$ cat config.mk
export PLATFORM = sky130hd
export DESIGN_NAME = esc_client
export DESIGN_NICKNAME = d
export VERILOG_FILES = /design/src/hw/esc_pkg.sv /design/src/hw/esc_client.sv
export SDC_FILE = /design/constraint.sdc
export NUM_CORES = 1
export LEC_CHECK = 0
export BUFFER_PORTS_ARGS = -buffer_cell sky130_fd_sc_hd__buf_2
export CAP_MARGIN = 25
export CELL_PAD_IN_SITES_DETAIL_PLACEMENT = 0
export CELL_PAD_IN_SITES_GLOBAL_PLACEMENT = 2
export CORE_MARGIN = 10
export CORE_UTILIZATION = 43
export CTS_BUF_LIST = sky130_fd_sc_hd__clkbuf_2
export DETAILED_ROUTE_END_ITERATION = 10
export GPL_TIMING_DRIVEN = 0
export PLACE_DENSITY_LB_ADDON = 0.1
export SLEW_MARGIN = 30
export SYNTH_ARGS = -nofsm -noshare
export SYNTH_HDL_FRONTEND = slang
export SYNTH_SLANG_ARGS = --single-unit
$ cat constraint.sdc
create_clock -name core_clk_i -period 2.5 [get_ports core_clk_i]
set_input_delay 0.25 -clock core_clk_i [delete_from_list [all_inputs] [get_ports core_clk_i]]
set_output_delay 0.25 -clock core_clk_i [all_outputs]
set_load 0.005 [all_outputs]
$ cat src/hw/esc_pkg.sv
// shared constants and types of the two-wire memory client front end
// assumes a 25 MHz core clock; bus pins arrive unsynchronised
package esc_pkg;

  // ------------------------------------------------------------
  // timing
  // ------------------------------------------------------------
  localparam int unsigned CLK_MHZ     = 25;
  localparam int unsigned WC_TIME_US  = 5000;
  // longest time rounds down; whole microseconds make it exact here
  localparam int unsigned WC_CYCLES   = WC_TIME_US * CLK_MHZ;

  // ------------------------------------------------------------
  // control byte layout and identity
  // ------------------------------------------------------------
  localparam int unsigned TYPE_MSB    = 7;
  localparam int unsigned TYPE_LSB    = 4;
  localparam int unsigned CSEL_MSB    = 3;
  localparam int unsigned CSEL_LSB    = 1;
  localparam int unsigned RW_BIT      = 0;
  // arbitrary neutral device-type code
  localparam logic [3:0]  DEV_TYPE    = 4'hB;

  // ------------------------------------------------------------
  // sizes and counter limits
  // ------------------------------------------------------------
  localparam int unsigned PAGE_BYTES  = 32;
  localparam int unsigned ADDR_W      = 12;
  localparam int unsigned TMR_W       = 17;
  localparam logic [3:0]  BITS_BYTE   = 4'h8;
  localparam logic [1:0]  BYTE_DATA   = 2'h3;

  typedef enum logic [2:0] {
    ESC_IDLE,
    ESC_RX,
    ESC_ACK,
    ESC_TX,
    ESC_RACK
  } esc_state_t;

  // one array program write, streamed after stop
  typedef struct packed {
    logic              valid;
    logic [ADDR_W-1:0] addr;
    logic [7:0]        data;
  } esc_prog_t;

  typedef struct packed {
    logic                       scl_s1;
    logic                       scl_s2;
    logic                       scl_p;
    logic                       sda_s1;
    logic                       sda_s2;
    logic                       sda_p;
    logic                       wp_s1;
    logic                       wp_s2;
    esc_state_t                 state;
    logic [3:0]                 bitcnt;
    logic [1:0]                 bcnt;
    logic [7:0]                 shift;
    logic                       wr;
    logic                       tx_next;
    logic                       drv;
    logic [ADDR_W-1:0]          ptr;
    logic [PAGE_BYTES-1:0][7:0] pbuf;
    logic [PAGE_BYTES-1:0]      mask;
    logic [ADDR_W-1:5]          page;
    logic                       busy;
    logic [TMR_W-1:0]           tmr;
    logic                       rd_req;
    esc_prog_t                  prog;
  } esc_regs_t;

endpackage : esc_pkg

$ cat src/hw/esc_client.sv
// two-wire serial memory client front end: start/stop, control byte,
// word address, page buffer, acknowledge and read handshake
// assumes scl/sda/wp are asynchronous pins and straps static levels; the array and its
// read data live outside on core_clk_i
//
// Overview of operation
// - start (sda fall, scl high) restarts decoding
// - stop (sda rise, scl high) ends operation
// - sda changes only while scl low
// - receiver acknowledges on ninth clock pulse
// - acknowledge holds sda low through clock high
// - no acknowledge while programming cycle runs
// - host nack ends read; device releases sda
// - first byte: type, chip select, rw
// - chip select must match strap inputs
// - rw one reads, zero writes
// - acknowledge control byte only on full match
// - two address bytes, high first, 12 bits
// - page buffer keeps last 32 bytes
// - write protect blocks writes, not reads
// - stop after write launches timed cycle
// - write cycle ends within 5 ms
`timescale 1ns/10ps
module esc_client #(
  parameter int unsigned WC_CYCLES = esc_pkg::WC_CYCLES
) (
  input  wire logic                       core_clk_i,
  input  wire logic                       rstn_i,
  input  wire logic                       scl_i,
  input  wire logic                       sda_i,
  output      logic                       sda_o,
  output      logic                       sda_oe_n_o,
  input  wire logic                       chip_sel_strap_0_i,
  input  wire logic                       chip_sel_strap_1_i,
  input  wire logic                       chip_sel_strap_2_i,
  input  wire logic                       wp_i,
  output      logic                       rd_req_o,
  output      logic [esc_pkg::ADDR_W-1:0] rd_addr_o,
  input  wire logic [7:0]                 rd_data_i,
  output      esc_pkg::esc_prog_t         prog_o,
  output      logic                       busy_o
);

  // ------------------------------------------------------------
  // elaboration checks
  // ------------------------------------------------------------
  // the timer must outlast the 32-cycle program stream and fit its width
  if (WC_CYCLES <= esc_pkg::PAGE_BYTES || WC_CYCLES >= (1 << esc_pkg::TMR_W)) begin : g_chk
    $error("esc_client: WC_CYCLES out of range");
  end

  localparam logic [esc_pkg::TMR_W-1:0] WC_LAST = esc_pkg::TMR_W'(WC_CYCLES - 1);

  esc_pkg::esc_regs_t q;
  esc_pkg::esc_regs_t d;

  logic       scl_hi;
  logic       scl_rise;
  logic       scl_fall;
  logic       start_ev;
  logic       stop_ev;
  logic [2:0] straps;
  logic       match;

  // ------------------------------------------------------------
  // pin sampling and edge detection
  // ------------------------------------------------------------
  always_comb begin
    scl_hi   = q.scl_s2 & q.scl_p;
    scl_rise = q.scl_s2 & ~q.scl_p;
    scl_fall = ~q.scl_s2 & q.scl_p;
    // data edge inside a settled clock-high phase
    start_ev = scl_hi & q.sda_p & ~q.sda_s2;
    stop_ev  = scl_hi & ~q.sda_p & q.sda_s2;
    straps   = {chip_sel_strap_2_i, chip_sel_strap_1_i, chip_sel_strap_0_i};
    match    = (q.shift[esc_pkg::TYPE_MSB:esc_pkg::TYPE_LSB] == esc_pkg::DEV_TYPE)
             & (q.shift[esc_pkg::CSEL_MSB:esc_pkg::CSEL_LSB] == straps)
             & ~q.busy;
  end

  // ------------------------------------------------------------
  // next state
  // ------------------------------------------------------------
  always_comb begin
    d = q;
    // straps are static levels; only the bus pins and wp are synced
    d.scl_s1 = scl_i;
    d.scl_s2 = q.scl_s1;
    d.scl_p  = q.scl_s2;
    d.sda_s1 = sda_i;
    d.sda_s2 = q.sda_s1;
    d.sda_p  = q.sda_s2;
    d.wp_s1  = wp_i;
    d.wp_s2  = q.wp_s1;
    d.rd_req = 1'b0;
    d.prog   = '0;

    // self-timed program cycle; buffered bytes stream out first
    if (q.busy) begin
      if (q.tmr < esc_pkg::TMR_W'(esc_pkg::PAGE_BYTES)) begin
        d.prog.valid = q.mask[q.tmr[4:0]];
        d.prog.addr  = {q.page, q.tmr[4:0]};
        d.prog.data  = q.pbuf[q.tmr[4:0]];
      end
      d.tmr = q.tmr + 1'b1;
      if (q.tmr == WC_LAST) begin
        d.busy = 1'b0;
        d.mask = '0;
      end
    end

    if (start_ev) begin
      d.state  = esc_pkg::ESC_RX;
      d.bitcnt = '0;
      d.bcnt   = '0;
      d.wr     = 1'b0;
      d.drv    = 1'b0;
    end else if (stop_ev) begin
      d.state = esc_pkg::ESC_IDLE;
      d.drv   = 1'b0;
      d.wr    = 1'b0;
      // wp is taken at the stop; a protected write simply never starts
      if (q.wr && (|q.mask) && !q.busy && !q.wp_s2) begin
        d.busy = 1'b1;
        d.tmr  = '0;
      end
    end else begin
      case (q.state)
        esc_pkg::ESC_RX: begin
          if (scl_rise) begin
            d.shift  = {q.shift[6:0], q.sda_s2};
            d.bitcnt = q.bitcnt + 1'b1;
          end else if (scl_fall && q.bitcnt == esc_pkg::BITS_BYTE) begin
            // eighth bit done; sda may now be turned for the ack slot
            d.bitcnt  = '0;
            d.state   = esc_pkg::ESC_ACK;
            d.drv     = 1'b1;
            d.tx_next = 1'b0;
            if (q.bcnt != esc_pkg::BYTE_DATA) begin
              d.bcnt = q.bcnt + 1'b1;
            end
            case (q.bcnt)
              2'h0: begin
                if (match) begin
                  d.wr      = ~q.shift[esc_pkg::RW_BIT];
                  d.tx_next = q.shift[esc_pkg::RW_BIT];
                  d.rd_req  = q.shift[esc_pkg::RW_BIT];
                  if (!q.shift[esc_pkg::RW_BIT]) begin
                    d.mask = '0;
                  end
                end else begin
                  d.state = esc_pkg::ESC_IDLE;
                  d.drv   = 1'b0;
                end
              end
              2'h1: begin
                // upper four address bits are don't care
                d.ptr[11:8] = q.shift[3:0];
              end
              2'h2: begin
                d.ptr[7:0] = q.shift;
                d.page     = q.ptr[11:5];
              end
              default: begin
                // ring of 32: byte 33 lands on the oldest slot
                d.pbuf[q.ptr[4:0]] = q.shift;
                d.mask[q.ptr[4:0]] = 1'b1;
                d.ptr[4:0]         = q.ptr[4:0] + 1'b1;
                d.page             = q.ptr[11:5];
              end
            endcase
          end
        end
        esc_pkg::ESC_ACK: begin
          // low held from one falling edge to the next covers clock high
          if (scl_fall) begin
            d.drv = 1'b0;
            if (q.tx_next) begin
              d.shift  = {rd_data_i[6:0], 1'b0};
              d.drv    = ~rd_data_i[7];
              d.bitcnt = 4'h1;
              d.ptr    = q.ptr + 1'b1;
              d.state  = esc_pkg::ESC_TX;
            end else begin
              d.state = esc_pkg::ESC_RX;
            end
          end
        end
        esc_pkg::ESC_TX: begin
          if (scl_fall) begin
            if (q.bitcnt == esc_pkg::BITS_BYTE) begin
              d.drv    = 1'b0;
              d.bitcnt = '0;
              d.state  = esc_pkg::ESC_RACK;
            end else begin
              d.drv    = ~q.shift[7];
              d.shift  = {q.shift[6:0], 1'b0};
              d.bitcnt = q.bitcnt + 1'b1;
            end
          end
        end
        esc_pkg::ESC_RACK: begin
          if (scl_rise) begin
            if (q.sda_s2) begin
              d.state = esc_pkg::ESC_IDLE;
            end else begin
              d.rd_req  = 1'b1;
              d.tx_next = 1'b1;
              d.state   = esc_pkg::ESC_ACK;
            end
          end
        end
        default: begin
          d.drv = 1'b0;
        end
      endcase
    end
  end

  // ------------------------------------------------------------
  // state register
  // ------------------------------------------------------------
  always_ff @(posedge core_clk_i) begin
    if (!rstn_i) begin
      q <= '0;
    end else begin
      q <= d;
    end
  end

  // ------------------------------------------------------------
  // outputs
  // ------------------------------------------------------------
  assign sda_o      = 1'b0;
  assign sda_oe_n_o = ~q.drv;
  assign rd_req_o   = q.rd_req;
  assign rd_addr_o  = q.ptr;
  assign prog_o     = q.prog;
  assign busy_o     = q.busy;

endmodule : esc_client

Word level (Yosys, flattened, before mapping)

Cells that the tools add are included.

Register bits: 375
Output and inout bits: 37
Word-level logic and storage cells: 233

Eq/ne operators: 31
Add/subtract/negate cells: 5
Bitwise gates (word level): 26
Reduce and logical (&&, ||, !) cells: 33
$lt $le $gt $ge: 4
Mux-type cells: 75

Operator list:

| operator                                                         | number |
|---|---|
| 309-bit 2-to-1 mux                                               | 2 |
| 256-bit bitwise mux                                              | 1 |
| 256-bit 2-to-1 mux                                               | 1 |
| 32-bit 2-to-1 mux                                                | 4 |
| 39-bit 2-to-1 mux                                                | 2 |
| 32-bit one-hot mux with 2 select lines                           | 1 |
| 58-bit 2-to-1 mux                                                | 1 |
| 8-bit 2-to-1 mux                                                 | 7 |
| 18-bit 2-to-1 mux                                                | 3 |
| 8-bit binary-select mux with 5-bit select                        | 1 |
| 8-bit demux with 5-bit select                                    | 1 |
| 32-bit bitwise OR                                                | 1 |
| 8-bit AND reduction                                              | 4 |
| 32-bit OR reduction                                              | 1 |
| 7-bit 2-to-1 mux                                                 | 4 |
| 13-bit 2-to-1 mux                                                | 2 |
| 2-bit != test (second input constant)                            | 12 |
| 4-bit != test (second input constant)                            | 6 |
| 12-bit one-hot mux with 2 select lines                           | 1 |
| 8-bit one-hot mux with 3 select lines                            | 1 |
| 7-bit AND reduction                                              | 3 |
| 6-bit AND reduction                                              | 3 |
| 17-bit by 1-bit adder with 17-bit output (second input constant) | 1 |
| 17-bit == test (second input constant)                           | 1 |
| other kinds (42)                                                 | 110 |

Depth between registers and ports, before layout

Gate-level depths: netlist of the first run.

Depth after elaboration: 11
Mapped depth: 9
Depth with buffers taken out: 7

Worst setup path before layout of the first run

OpenSTA, ideal clock, no wires.

Path type: flip-flop to flip-flop
From: reg q[360] in the netlist's numbering
To: reg q (netlist bit rd_addr_o[7])
Clock period less this slack: 1984 ps
Cell stages (with the launch flop): 10
Arrival time: 1852 ps
Path slack: 516 ps
Path through: dfxtp_1 > inv_1 > ha_1 > and3b_1 > clkbuf_1 > a21oi_1 > or4_1 > clkbuf_1 > o21ba_2 > o32ai_1

Longest elaborated chain between the ends: 4

Ends and longest elaborated chain:

| item                          | RTL line          | RTL |
|---|---|---|
| start: declaration            | esc_client.sv:54  | `esc_pkg::esc_regs_t q;` |
| start signal: assignment      | esc_client.sv:225 | `q <= '0;` |
| start signal: assignment      | esc_client.sv:227 | `q <= d;` |
| 4-bit == test                 | esc_client.sv:133 | `end else if (scl_fall && q.bitcnt == esc_pkg::BITS_BYTE) begin` |
| 1-bit logical AND             | esc_client.sv:133 |  |
| 2-bit != test (no line)       | n/a               |  |
| 8-bit AND reduction (no line) | n/a               |  |

Every way passes these cells.
A chain may end at the register's enable or synchronous reset.

Worst setup path in the final report of the first run

From: reg q[24] in the netlist's numbering
To: reg q (netlist bit prog_o[4])

Longest elaborated chain between the ends: 2
Elaborated cells between the ends (all ways): 4
Classes of those cells: order compare (1); mux (2); reduce/logical (1)

Ends and longest elaborated chain:

| item                                                                                                               | RTL line |
|---|---|
| 17-bit by 6-bit < comparator with 1-bit output / 8-bit binary-select mux with 5-bit select (equally long branches) | esc_client.sv:100, esc_client.sv:103 |
| 3-bit AND reduction (no line) / 8-bit 2-to-1 mux (equally long branches)                                           | n/a |

Several ways; a longest one is shown, not always the timed one. The select of a mux whose other input is x is not followed.

==> results.cfg, run 1 <==
[synth]
seq_area_frac_synth = 0.437
synth_cells = 1702
synth_compound_area_frac = 0.0652
yosys-top-cells-area = dfxtp_1 44%, mux2i_1 17%, mux4_2 8.9%, nand2_1 7.4%, nand2_4 2.0%
synth_edf_count = 0
synthMuxAreaShare = 0.259
synth-simple-area-share = 0.168
async_reset_ff_frac = 0
syn_area_sq_um = 17200
synth_ff_type = dfxtp_1
synth.distinct_cells = 81
yosysWarnings = 0
ys_ff_latch = 375
synth_top_cell_by_area = dfxtp_1
syn_avg_cell_area_sq_um = 10.1
synthXorXnorAreaFrac = 0.0117
synth-adder-area-share = 0.00873
netlist.area_leader.share = 0.437
syn-num-nets = 1730
synth_top_family_by_area = multiplexers

[place]
port_buffers = 51
dpl.hpwl_um = 39800
place_inst = 2278
placed_cell_area_sq_um = 18100
gp_congestion = 0.863

[detailed_routing]
dr_wl_met2_um = 25500
firstDrtPassIters = 5
drc = 0
routedWlPerCell_um = 22.9
drtIter0Drc = 1145
routed_wl_um = 56800
dr_wl_met3_um = 3500
drtAntennaViolNets = 0
vias_per_cell = 5.49
dr_total_vias = 13599
top_layer = met4
m1WireLength_um = 26200

[die]
die_x_um = 220
start_util = 0.434
fp.dieH_um = 220
die-area_sq_um = 48400
io_pins = 53
rows = 73
core_sq_um = 39600

[worst_hold_path]
min-delay-start = rd_data_i[0]
min_path_cells = 4
hold_path_class = in -> reg

[critical_path]
path_cells = clkbuf_2 > buf_2 > nand2_1 > o311ai_2 > a21oi_1 > a21oi_1
r2r_start = q[24]$_SDFF_PN0_
crit_start = q[24]$_SDFF_PN0_
critPathBufInv = 2
startpoint_type = register
criticalPathCategory = reg -> reg
crit_path_max_incr_delay_ns = 0.52
required_ns = 3.40
cp.arrival_ns = 3.37
path_depth = 6
crit_top_cell = a21oi_1
r2r_cells = 6
crit_path_max_fanout = 10
endpoint_kind = register
crit_family = compound AO/OA/AOI/OAI gates
slowest_stage = o311ai_2

[outcome]
status = finished clean

[power_and_ir_drop]
leakage_nw = 9.01
ir_drop_uv = 236
p_per_area_nw_per_um2 = 540

[clocking]
path_clk_slew_ns = 0.11
htreeDepth = 3
cts_tree = built
clockBufferDepth = 3
clkLatencyLatePin_ns = 1.07
numCtsBuffers = 100
cts_sinks = 375
cts_root_buffer = clkbuf_2

[sta]
post-route-period-util = 0.991
tightest_slew_ns = 0.846
maxSlewViolCount = 0
fin_worst_skew_ns = 0.0836
fmax_mhz = 404
rsz0062_at_grt = no
finalCriticalPeriod_ns = 2.48
hold_viol = 0
finalSetupViolations = 0
max_slew_margin = 0.436

[layout]
design_area_sq_um = 19400
final_cells = 2478
layout_commonest_cell = dfxtp_1
fin_nets = 1911
final_cell_mix = 375 x dfxtp_1, 337 x nand2_1, 281 x mux2i_1
drive_above_1_share = 0.215
syn_to_final_growth_pct = 12.9

[job]
maxCapViolations = 0

[global_route]
antenna_found_initial = 2
grt_max_degree = 15
grt_pass1_vias = 13407
grt.total_usage = 0.235
grt-ovfl-total = 0
grt_pass1_wl_um = 84800
## report_power, final
group / internal (W) / switching (W)
registers: 0.00597 / 0.00000370
logic: 0.0000630 / 0.000157
clock network: 0.00165 / 0.00262
## routing by layer
layer  vias to the layer above  track usage
li1                       6384            -
met4                         0       0.0808
met2                       405        0.357
met5                         -            0
met3                       109       0.0555
met1                      6701        0.320
## area by class of cell
class | instances | area [sq um]
Fill cell | 3898 | 20200
Multi-Input combinational cell | 1152 | 8890
Sequential cell | 375 | 7510
Buffer | 160 | 881
Clock buffer | 146 | 731
Tap cell | 525 | 657
Timing Repair Buffer | 82 | 561
Clock inverter | 23 | 126
Inverter | 12 | 45.0
Antenna cell | 3 | 7.51
## final timing paths
kind / slack [ns] / end
worst max-delay path: 0.02 / prog_o[4]$_SDFF_PN0_
worst min-delay path: 0.11 / q[351]$_SDFFE_PN0P_
worst max register to register: 0.02 / prog_o[4]$_SDFF_PN0_
worst min register to register: 0.44 / d[369]$_SDFF_PN0_
## worst register-to-register path: cells and delay by family (launching register included)
family	cells	cell delay, ns
AO/OA/AOI/OAI	3	0.90
buffers and inverters	2	0.74
flip-flops	1	0.36
AND/OR/NAND/NOR	1	0.30
## logic make-up (layout without fill, tap and decap cells)
| group | Yosys count | after routing |
|---|---|---|
| buffers and inverters | 175 | 423 |
| other | 1 | 4 |
| adders and majority gates | 12 | 12 |
| muxes | 359 | 359 |
| DFF | 375 | 375 |
| and+or+nand+nor | 586 | 586 |
| AOI/OAI and AO/OA | 171 | 171 |
| xor gates and xnor gates | 23 | 23 |
## Yosys cell counts, types with 5 or more instances
library cell  number
a31oi_1            5
ha_1              12
and3_1             9
nor4_1            10
nand2b_1           8
nand3b_1           7
nand2_1          337
nor2b_1            9
xor2_1            13
nor3b_1            5
nor3_1            10
nand3_1           32
mux2i_1          284
nand2_4           31
o21ai_0           25
nor2_1            62
and2_1            21
mux4_2            68
buf_2             15
clkbuf_1          91
nand4_1           11
buf_4             42
mux2_2             7
a311oi_1          11
buf_1             11
a22oi_1            9
a21oi_1           65
xnor2_1           10
a22o_1             7
inv_1             12
dfxtp_1          375
## metrics by stage
step	hold slack (ns)	total power, W	setup TNS [ns]	utilization	setup slack [ns]
floorplan	0.377	0.00621	0	-	0.516
global placement	0.414	0.00630	-9.77	0.457	-0.784
detailed placement	0.422	0.00630	-10.86	0.457	-0.756
CTS	0.0208	0.0106	0	0.487	0.0266
global route	0.0848	0.0109	0	0.489	0.00339
finish	0.105	0.0105	0	0.489	0.0223
## timing repair
action                                 CTS  global route
cloned                                   0             0
hold buffers                            29             0
gates resized for setup                 33            24
setup endpoints to repair               51            64
setup buffers                            0             2
pin swaps                                0             2
endpoints found under the hold margin   28             0
(Power assumes the default switching activity.)
==> run 2: changes to the inputs <==
- ABC_AREA: default -> 1
- CORE_UTILIZATION: 43 -> 34
- clock period: 2.5 -> 2.2 ns (I/O delays scaled with it)
==> results.cfg, run 2 <==
[detailed_routing]
firstDrtPassIters = 8
drtAntennaViolNets = 0
drc = 0
vias_per_cell = 5.24
routedWlPerCell_um = 22.1
drtIter0Drc = 1606
routed_wl_um = 75800
dr_total_vias = 18003

[critical_path]
slowest_stage = clkbuf_1
startpoint_type = primary input
path_cells = dlygate4sd3_1 > clkbuf_1 > clkbuf_1 > clkbuf_1 > o21ai_0 > a21oi_1
required_ns = 3.22
cp.arrival_ns = 3.30
crit_path_max_fanout = 10
endpoint_kind = register
worst-r2r-setup-slack_ns = -0.06
crit_top_cell = clkbuf_1
crit_path_max_incr_delay_ns = 0.82
criticalPathCategory = in -> reg
crit_family = buffers and inverters
critPathBufInv = 4

[job]
maxCapViolations = 0

[clocking]
cts_sinks = 375
numCtsBuffers = 107
cts_root_buffer = clkbuf_2
clockBufferDepth = 3
clkLatencyLatePin_ns = 1.18
htreeDepth = 3
path_clk_slew_ns = 0.10
cts_tree = built

[sta]
hold_viol = 0
rsz0062_at_grt = yes
tightest_slew_ns = 1.04
finalSetupTns_ns = -0.570
finalSetupViolations = 11
post-route-period-util = 1.04
fin_ws_ns = -0.0797
fin_worst_skew_ns = 0.0928
maxSlewViolCount = 0
finalHoldWorstSlack_ns = 0.266
fmax_mhz = 439
finalCriticalPeriod_ns = 2.28
max_slew_margin = 0.307

[global_route]
grt_pass1_vias = 17215
antenna_found_initial = 3
grt_pass1_wl_um = 111000
grt-ovfl-total = 0
grtUsageMet3 = 0.0531
grt_max_degree = 15
grtUsageMet2 = 0.387
busiest_layer = met2
grt_util_met1 = 0.324
grt.total_usage = 0.245

[outcome]
violations = negative setup slack
status = complete, but fails checks

[synth]
ys_top_cells_by_count = 460 x o21ai_0, 385 x a21oi_1, 375 x dfxtp_1, 293 x inv_1, 246 x nor2_1
yosys-top-cells-area = dfxtp_1 43%, o21ai_0 13%, a21oi_1 11%, inv_1 6.3%, nor2_1 5.3%
synth_ff_type = dfxtp_1
syn-num-nets = 2478
synth_top_cell_by_area = dfxtp_1
netlist.area_leader.share = 0.430
ys_ff_latch = 375
seq_area_frac_synth = 0.430
synth_edf_count = 0
syn_avg_cell_area_sq_um = 7.13
synth.most_common_cell = o21ai_0
async_reset_ff_frac = 0
synth_cells = 2450
syn_area_sq_um = 17500
synth.distinct_cells = 40
yosysWarnings = 0

[layout]
design_area_sq_um = 20700
final_cells = 3433
fin_nets = 2719
final_cell_mix = 447 x o21ai_0, 385 x a21oi_1, 359 x dfxtp_1
layout_commonest_cell = o21ai_0
drive_above_1_share = 0.179
syn_to_final_growth_pct = 18.7

[die]
io_pins = 53
die_x_um = 247
rows = 82
die-area_sq_um = 60800
fp.dieH_um = 247
start_util = 0.346
core_sq_um = 50500

[worst_hold_path]
hold_path_class = in -> reg

[place]
dpl.hpwl_um = 54500
place_inst = 3172
placed_cell_area_sq_um = 18600
gp_congestion = 0.900
port_buffers = 50

[power_and_ir_drop]
design_power_total_w = 0.0142
p_per_area_nw_per_um2 = 687
leakage_nw = 8.26
ir_drop_uv = 401
==> run 2: stage by stage <==
step / setup WS [ns] / utilization
final: -0.0797 / 0.411
after global routing: -0.0222 / 0.411
after CTS: -0.0110 / 0.401
after detailed placement: -0.911 / 0.368
after global placement: -0.911 / 0.368
after floorplan: 0.317 / -
==> run 2: layout make-up <==
type | instances | area [sq um]
Buffer | 198 | 1240
Fill cell | 5552 | 29800
Tap cell | 672 | 841
Clock buffer | 156 | 781
Sequential cell | 375 | 7530
Multi-Input combinational cell | 1577 | 8110
Inverter | 298 | 1140
Timing Repair Buffer | 134 | 953
Antenna cell | 3 | 7.51
Clock inverter | 20 | 131
==> run 2: layer usage <==
layer  share of wire  vias up
li1                -     8628
met1            0.44     8528
met2            0.45      685
met3           0.076      162
met4           0.032        0
met5               0        -
==> run 2: timing repair <==
item | in CTS | in global routing
hold endpoints to repair | 40 | 0
hold buffers | 26 | 0
cloned | 1 | 1
gates resized for setup | 128 | 100
endpoints found under the setup margin | 319 | 234
buffers inserted | 24 | 32
pin swaps | 11 | 18
==> run 2: where the power goes <==
part / switching [W] / internal (W) / leakage, nW
clock: 0.00320 / 0.00209 / 0.708
combinational: 0.00136 / 0.000499 / 4.52
sequential: 0.000200 / 0.00690 / 3.03
total: 0.00476 / 0.00949 / 8.26
==> run 2: logic make-up after synthesis <==
family,share of synthesized area
buffers and inverters,0.120
XOR/XNOR,0.00652
AO/OA/AOI/OAI,0.266
adder cells (fa/ha/maj),0.00860
AND/OR/NAND/NOR,0.168
other,0.000215
flip-flops,0.430
==> run 2: path summary, 6_finish.rpt <==
kind	from	endpoint	cells past startpoint
max	rstn_i	register	6
min	chip_sel_strap_1_i	q[365]$_SDFFE_PP0P_	7
max reg2reg	q[22]$_SDFF_PN0_	prog_o[3]$_SDFF_PN0_	9
min reg2reg	d[367]$_SDFF_PN0_	q[367]$_SDFF_PN0_	2
==> run 2: worst reg2reg max path: stages, from the launching register on <==
cell and delay (ns):
dfxtp_2 0.38, inv_1 0.09, clkbuf_4 0.27, clkbuf_2 0.32, o21ai_0 0.15, o211ai_1 0.14
nand3_1 0.28, nand3_1 0.17, nand2_1 0.07, nor2_1 0.23
==> run 3: changes to the inputs <==
==> constraint.sdc (replaced) <==
create_clock -name core_clk_i -period 2.2 [get_ports core_clk_i]
set_input_delay 0.55 -clock core_clk_i [delete_from_list [all_inputs] [get_ports core_clk_i]]
set_output_delay 0.55 -clock core_clk_i [all_outputs]
set_load 0.005 [all_outputs]
==> results.cfg, run 3 (synthesis results as in run 2) <==
[outcome]
status = complete, but fails checks
violations = negative setup slack

[die]
core_sq_um = 50500
rows = 82
die-area_sq_um = 60800
fp.dieH_um = 247
io_pins = 53
start_util = 0.346
die_x_um = 247

[layout]
layout.core_utilization = 0.413
drive_above_1_share = 0.185
final_cells = 3405
final_cell_mix = 446 x o21ai_0, 385 x a21oi_1, 338 x dfxtp_1
fin_nets = 2691
layout_commonest_cell = o21ai_0
syn_to_final_growth_pct = 19.4
nFillCells = 5529

[clocking]
cts_sinks = 375
clockBufferDepth = 3
clkLatencyLatePin_ns = 1.18
htreeDepth = 3
cts_tree = built
cts_root_buffer = clkbuf_2
numCtsBuffers = 107
path_clk_slew_ns = 0.10

[worst_hold_path]
hold_path_class = in -> reg
worstHoldEndpoint = q[365]$_SDFFE_PP0P_
min-delay-start = chip_sel_strap_0_i
min_path_cells = 8

[global_route]
grt_max_degree = 17
grtUsageMet2 = 0.385
busiest_layer = met2
grt-ovfl-total = 0
antenna_found_initial = 3
grt.total_usage = 0.246
grt_pass1_vias = 17262
grtUsageMet3 = 0.0543
grt_util_met1 = 0.324
grt_pass1_wl_um = 112000

[critical_path]
slowest_stage = dfxtp_4
crit_path_max_incr_delay_ns = 0.38
crit_path_max_fanout = 3
r2r_cells = 6
crit_top_cell = buf_6
required_ns = 1.65
criticalPathCategory = reg -> out
endpoint_kind = output pin
reg2reg_to = prog_o[5]$_SDFF_PN0_
startpoint_type = register
path_cells = buf_6 > buf_6
cp.arrival_ns = 1.71
worst-r2r-setup-slack_ns = -0.05
r2r_start = q[25]$_SDFF_PN0_

[place]
port_buffers = 50
place_inst = 3172
dpl.hpwl_um = 54500
gp_congestion = 0.900
pre_cts_slack_ns = -0.911

[sta]
finalSetupTns_ns = -0.255
fin_worst_skew_ns = 0.0945
finalSetupViolations = 7
maxSlewViolCount = 0
finalCriticalPeriod_ns = 2.26
rsz0062_at_grt = yes
post-route-period-util = 1.03
max_slew_margin = 0.283
fmax_mhz = 443
tightest_slew_ns = 1.07
hold_viol = 0
fin_ws_ns = -0.0590

[power_and_ir_drop]
clkPwrFrac = 0.368
design_power_total_w = 0.0144
ir_drop_uv = 403
switching_power_w = 0.00478
p_seq_frac = 0.494
p_sw_frac = 0.333
power_frac_comb = 0.139
leakage_nw = 8.20
p_per_area_nw_per_um2 = 689
p_int_w = 0.00958

[detailed_routing]
routedWlPerCell_um = 22.4
firstDrtPassIters = 8
drtIter0Drc = 1587
drc = 0
routed_wl_um = 76100
dr_total_vias = 17923
drtAntennaViolNets = 0
vias_per_cell = 5.26

[job]
maxCapViolations = 0
run 3: changes by cell type in the layout (fill, tap and decap cells not counted), moves of 5 or more:
cell / delta
buf_6: +43
buf_4: -25
dfxtp_1: -21
buf_2: -33
dlygate4sd3_1: -13
dfxtp_4: +5
dfxtp_2: +16
run 3: how the worst max path moves through the flow:
stage	from	endpoint	slack, ns	cells past startpoint
floorplan	rd_addr_o[0]$_SDFFE_PN0P_	register	0.32	9
global placement	q[23]$_SDFF_PN0_	prog_o[6]$_SDFF_PN0_	-0.91	8
detailed placement	q[23]$_SDFF_PN0_	prog_o[6]$_SDFF_PN0_	-0.91	8
CTS	rd_addr_o[1]$_SDFFE_PN0P_	rd_addr_o[1]	-0.17	2
global route	rd_addr_o[1]$_SDFFE_PN0P_	rd_addr_o[1]	-0.19	2
finish	rd_addr_o[1]$_SDFFE_PN0P_	rd_addr_o[1]	-0.06	2
run 3: power groups by stage:
stage	Combinational, W	Sequential [W]	Clock, W
floorplan	0.000999	0.00714	0
global placement	0.00170	0.00725	0
detailed placement	0.00169	0.00725	0
CTS	0.00186	0.00708	0.00543
global route	0.00217	0.00710	0.00582
finish	0.00199	0.00709	0.00528
run 3: area by class of cell:
class | instances | area [sq um] | share of cell area
diodes | 3 | 7.51 | 0.000360
plain buffers | 170 | 1070 | 0.0513
clock buffers | 156 | 781 | 0.0375
clock inverters | 20 | 131 | 0.00630
inverters | 298 | 1140 | 0.0547
multi-input cells | 1577 | 8120 | 0.389
flip-flops and latches | 375 | 7570 | 0.363
well taps | 672 | 841 | 0.0403
repair buffers | 134 | 1190 | 0.0573
run 3: metal layers:
layer	share of wire	vias up	wire [um]
met2	0.45	649	33900
met4	0.036	0	2760
met5	0	-	0
met1	0.45	8523	34100
li1	-	8582	-
met3	0.070	169	5340
run 3: through the flow:
| step | instance area, sq um | hold WS (ns) |
|---|---|---|
| final | 20800 | 0.133 |
| after global routing | 20800 | 0.0370 |
| after CTS | 20200 | 0.0128 |
| after detailed placement | 18600 | 0.398 |
| after global placement | 18600 | 0.403 |
| after floorplan | 17500 | 0.390 |
run 3: worst max-delay path: cells and delay by family (launching register included):
family,cells,cell delay (ns)
flip-flops,1,0.38
buffers and inverters,2,0.21
run 3: repair_timing:
item	in CTS	in global routing
endpoints found under the setup margin	352	264
resized for setup	194	122
setup buffers	35	31
endpoints found under the hold margin	13	0
cloned	2	3
pin swaps	11	13
hold buffers	13	0
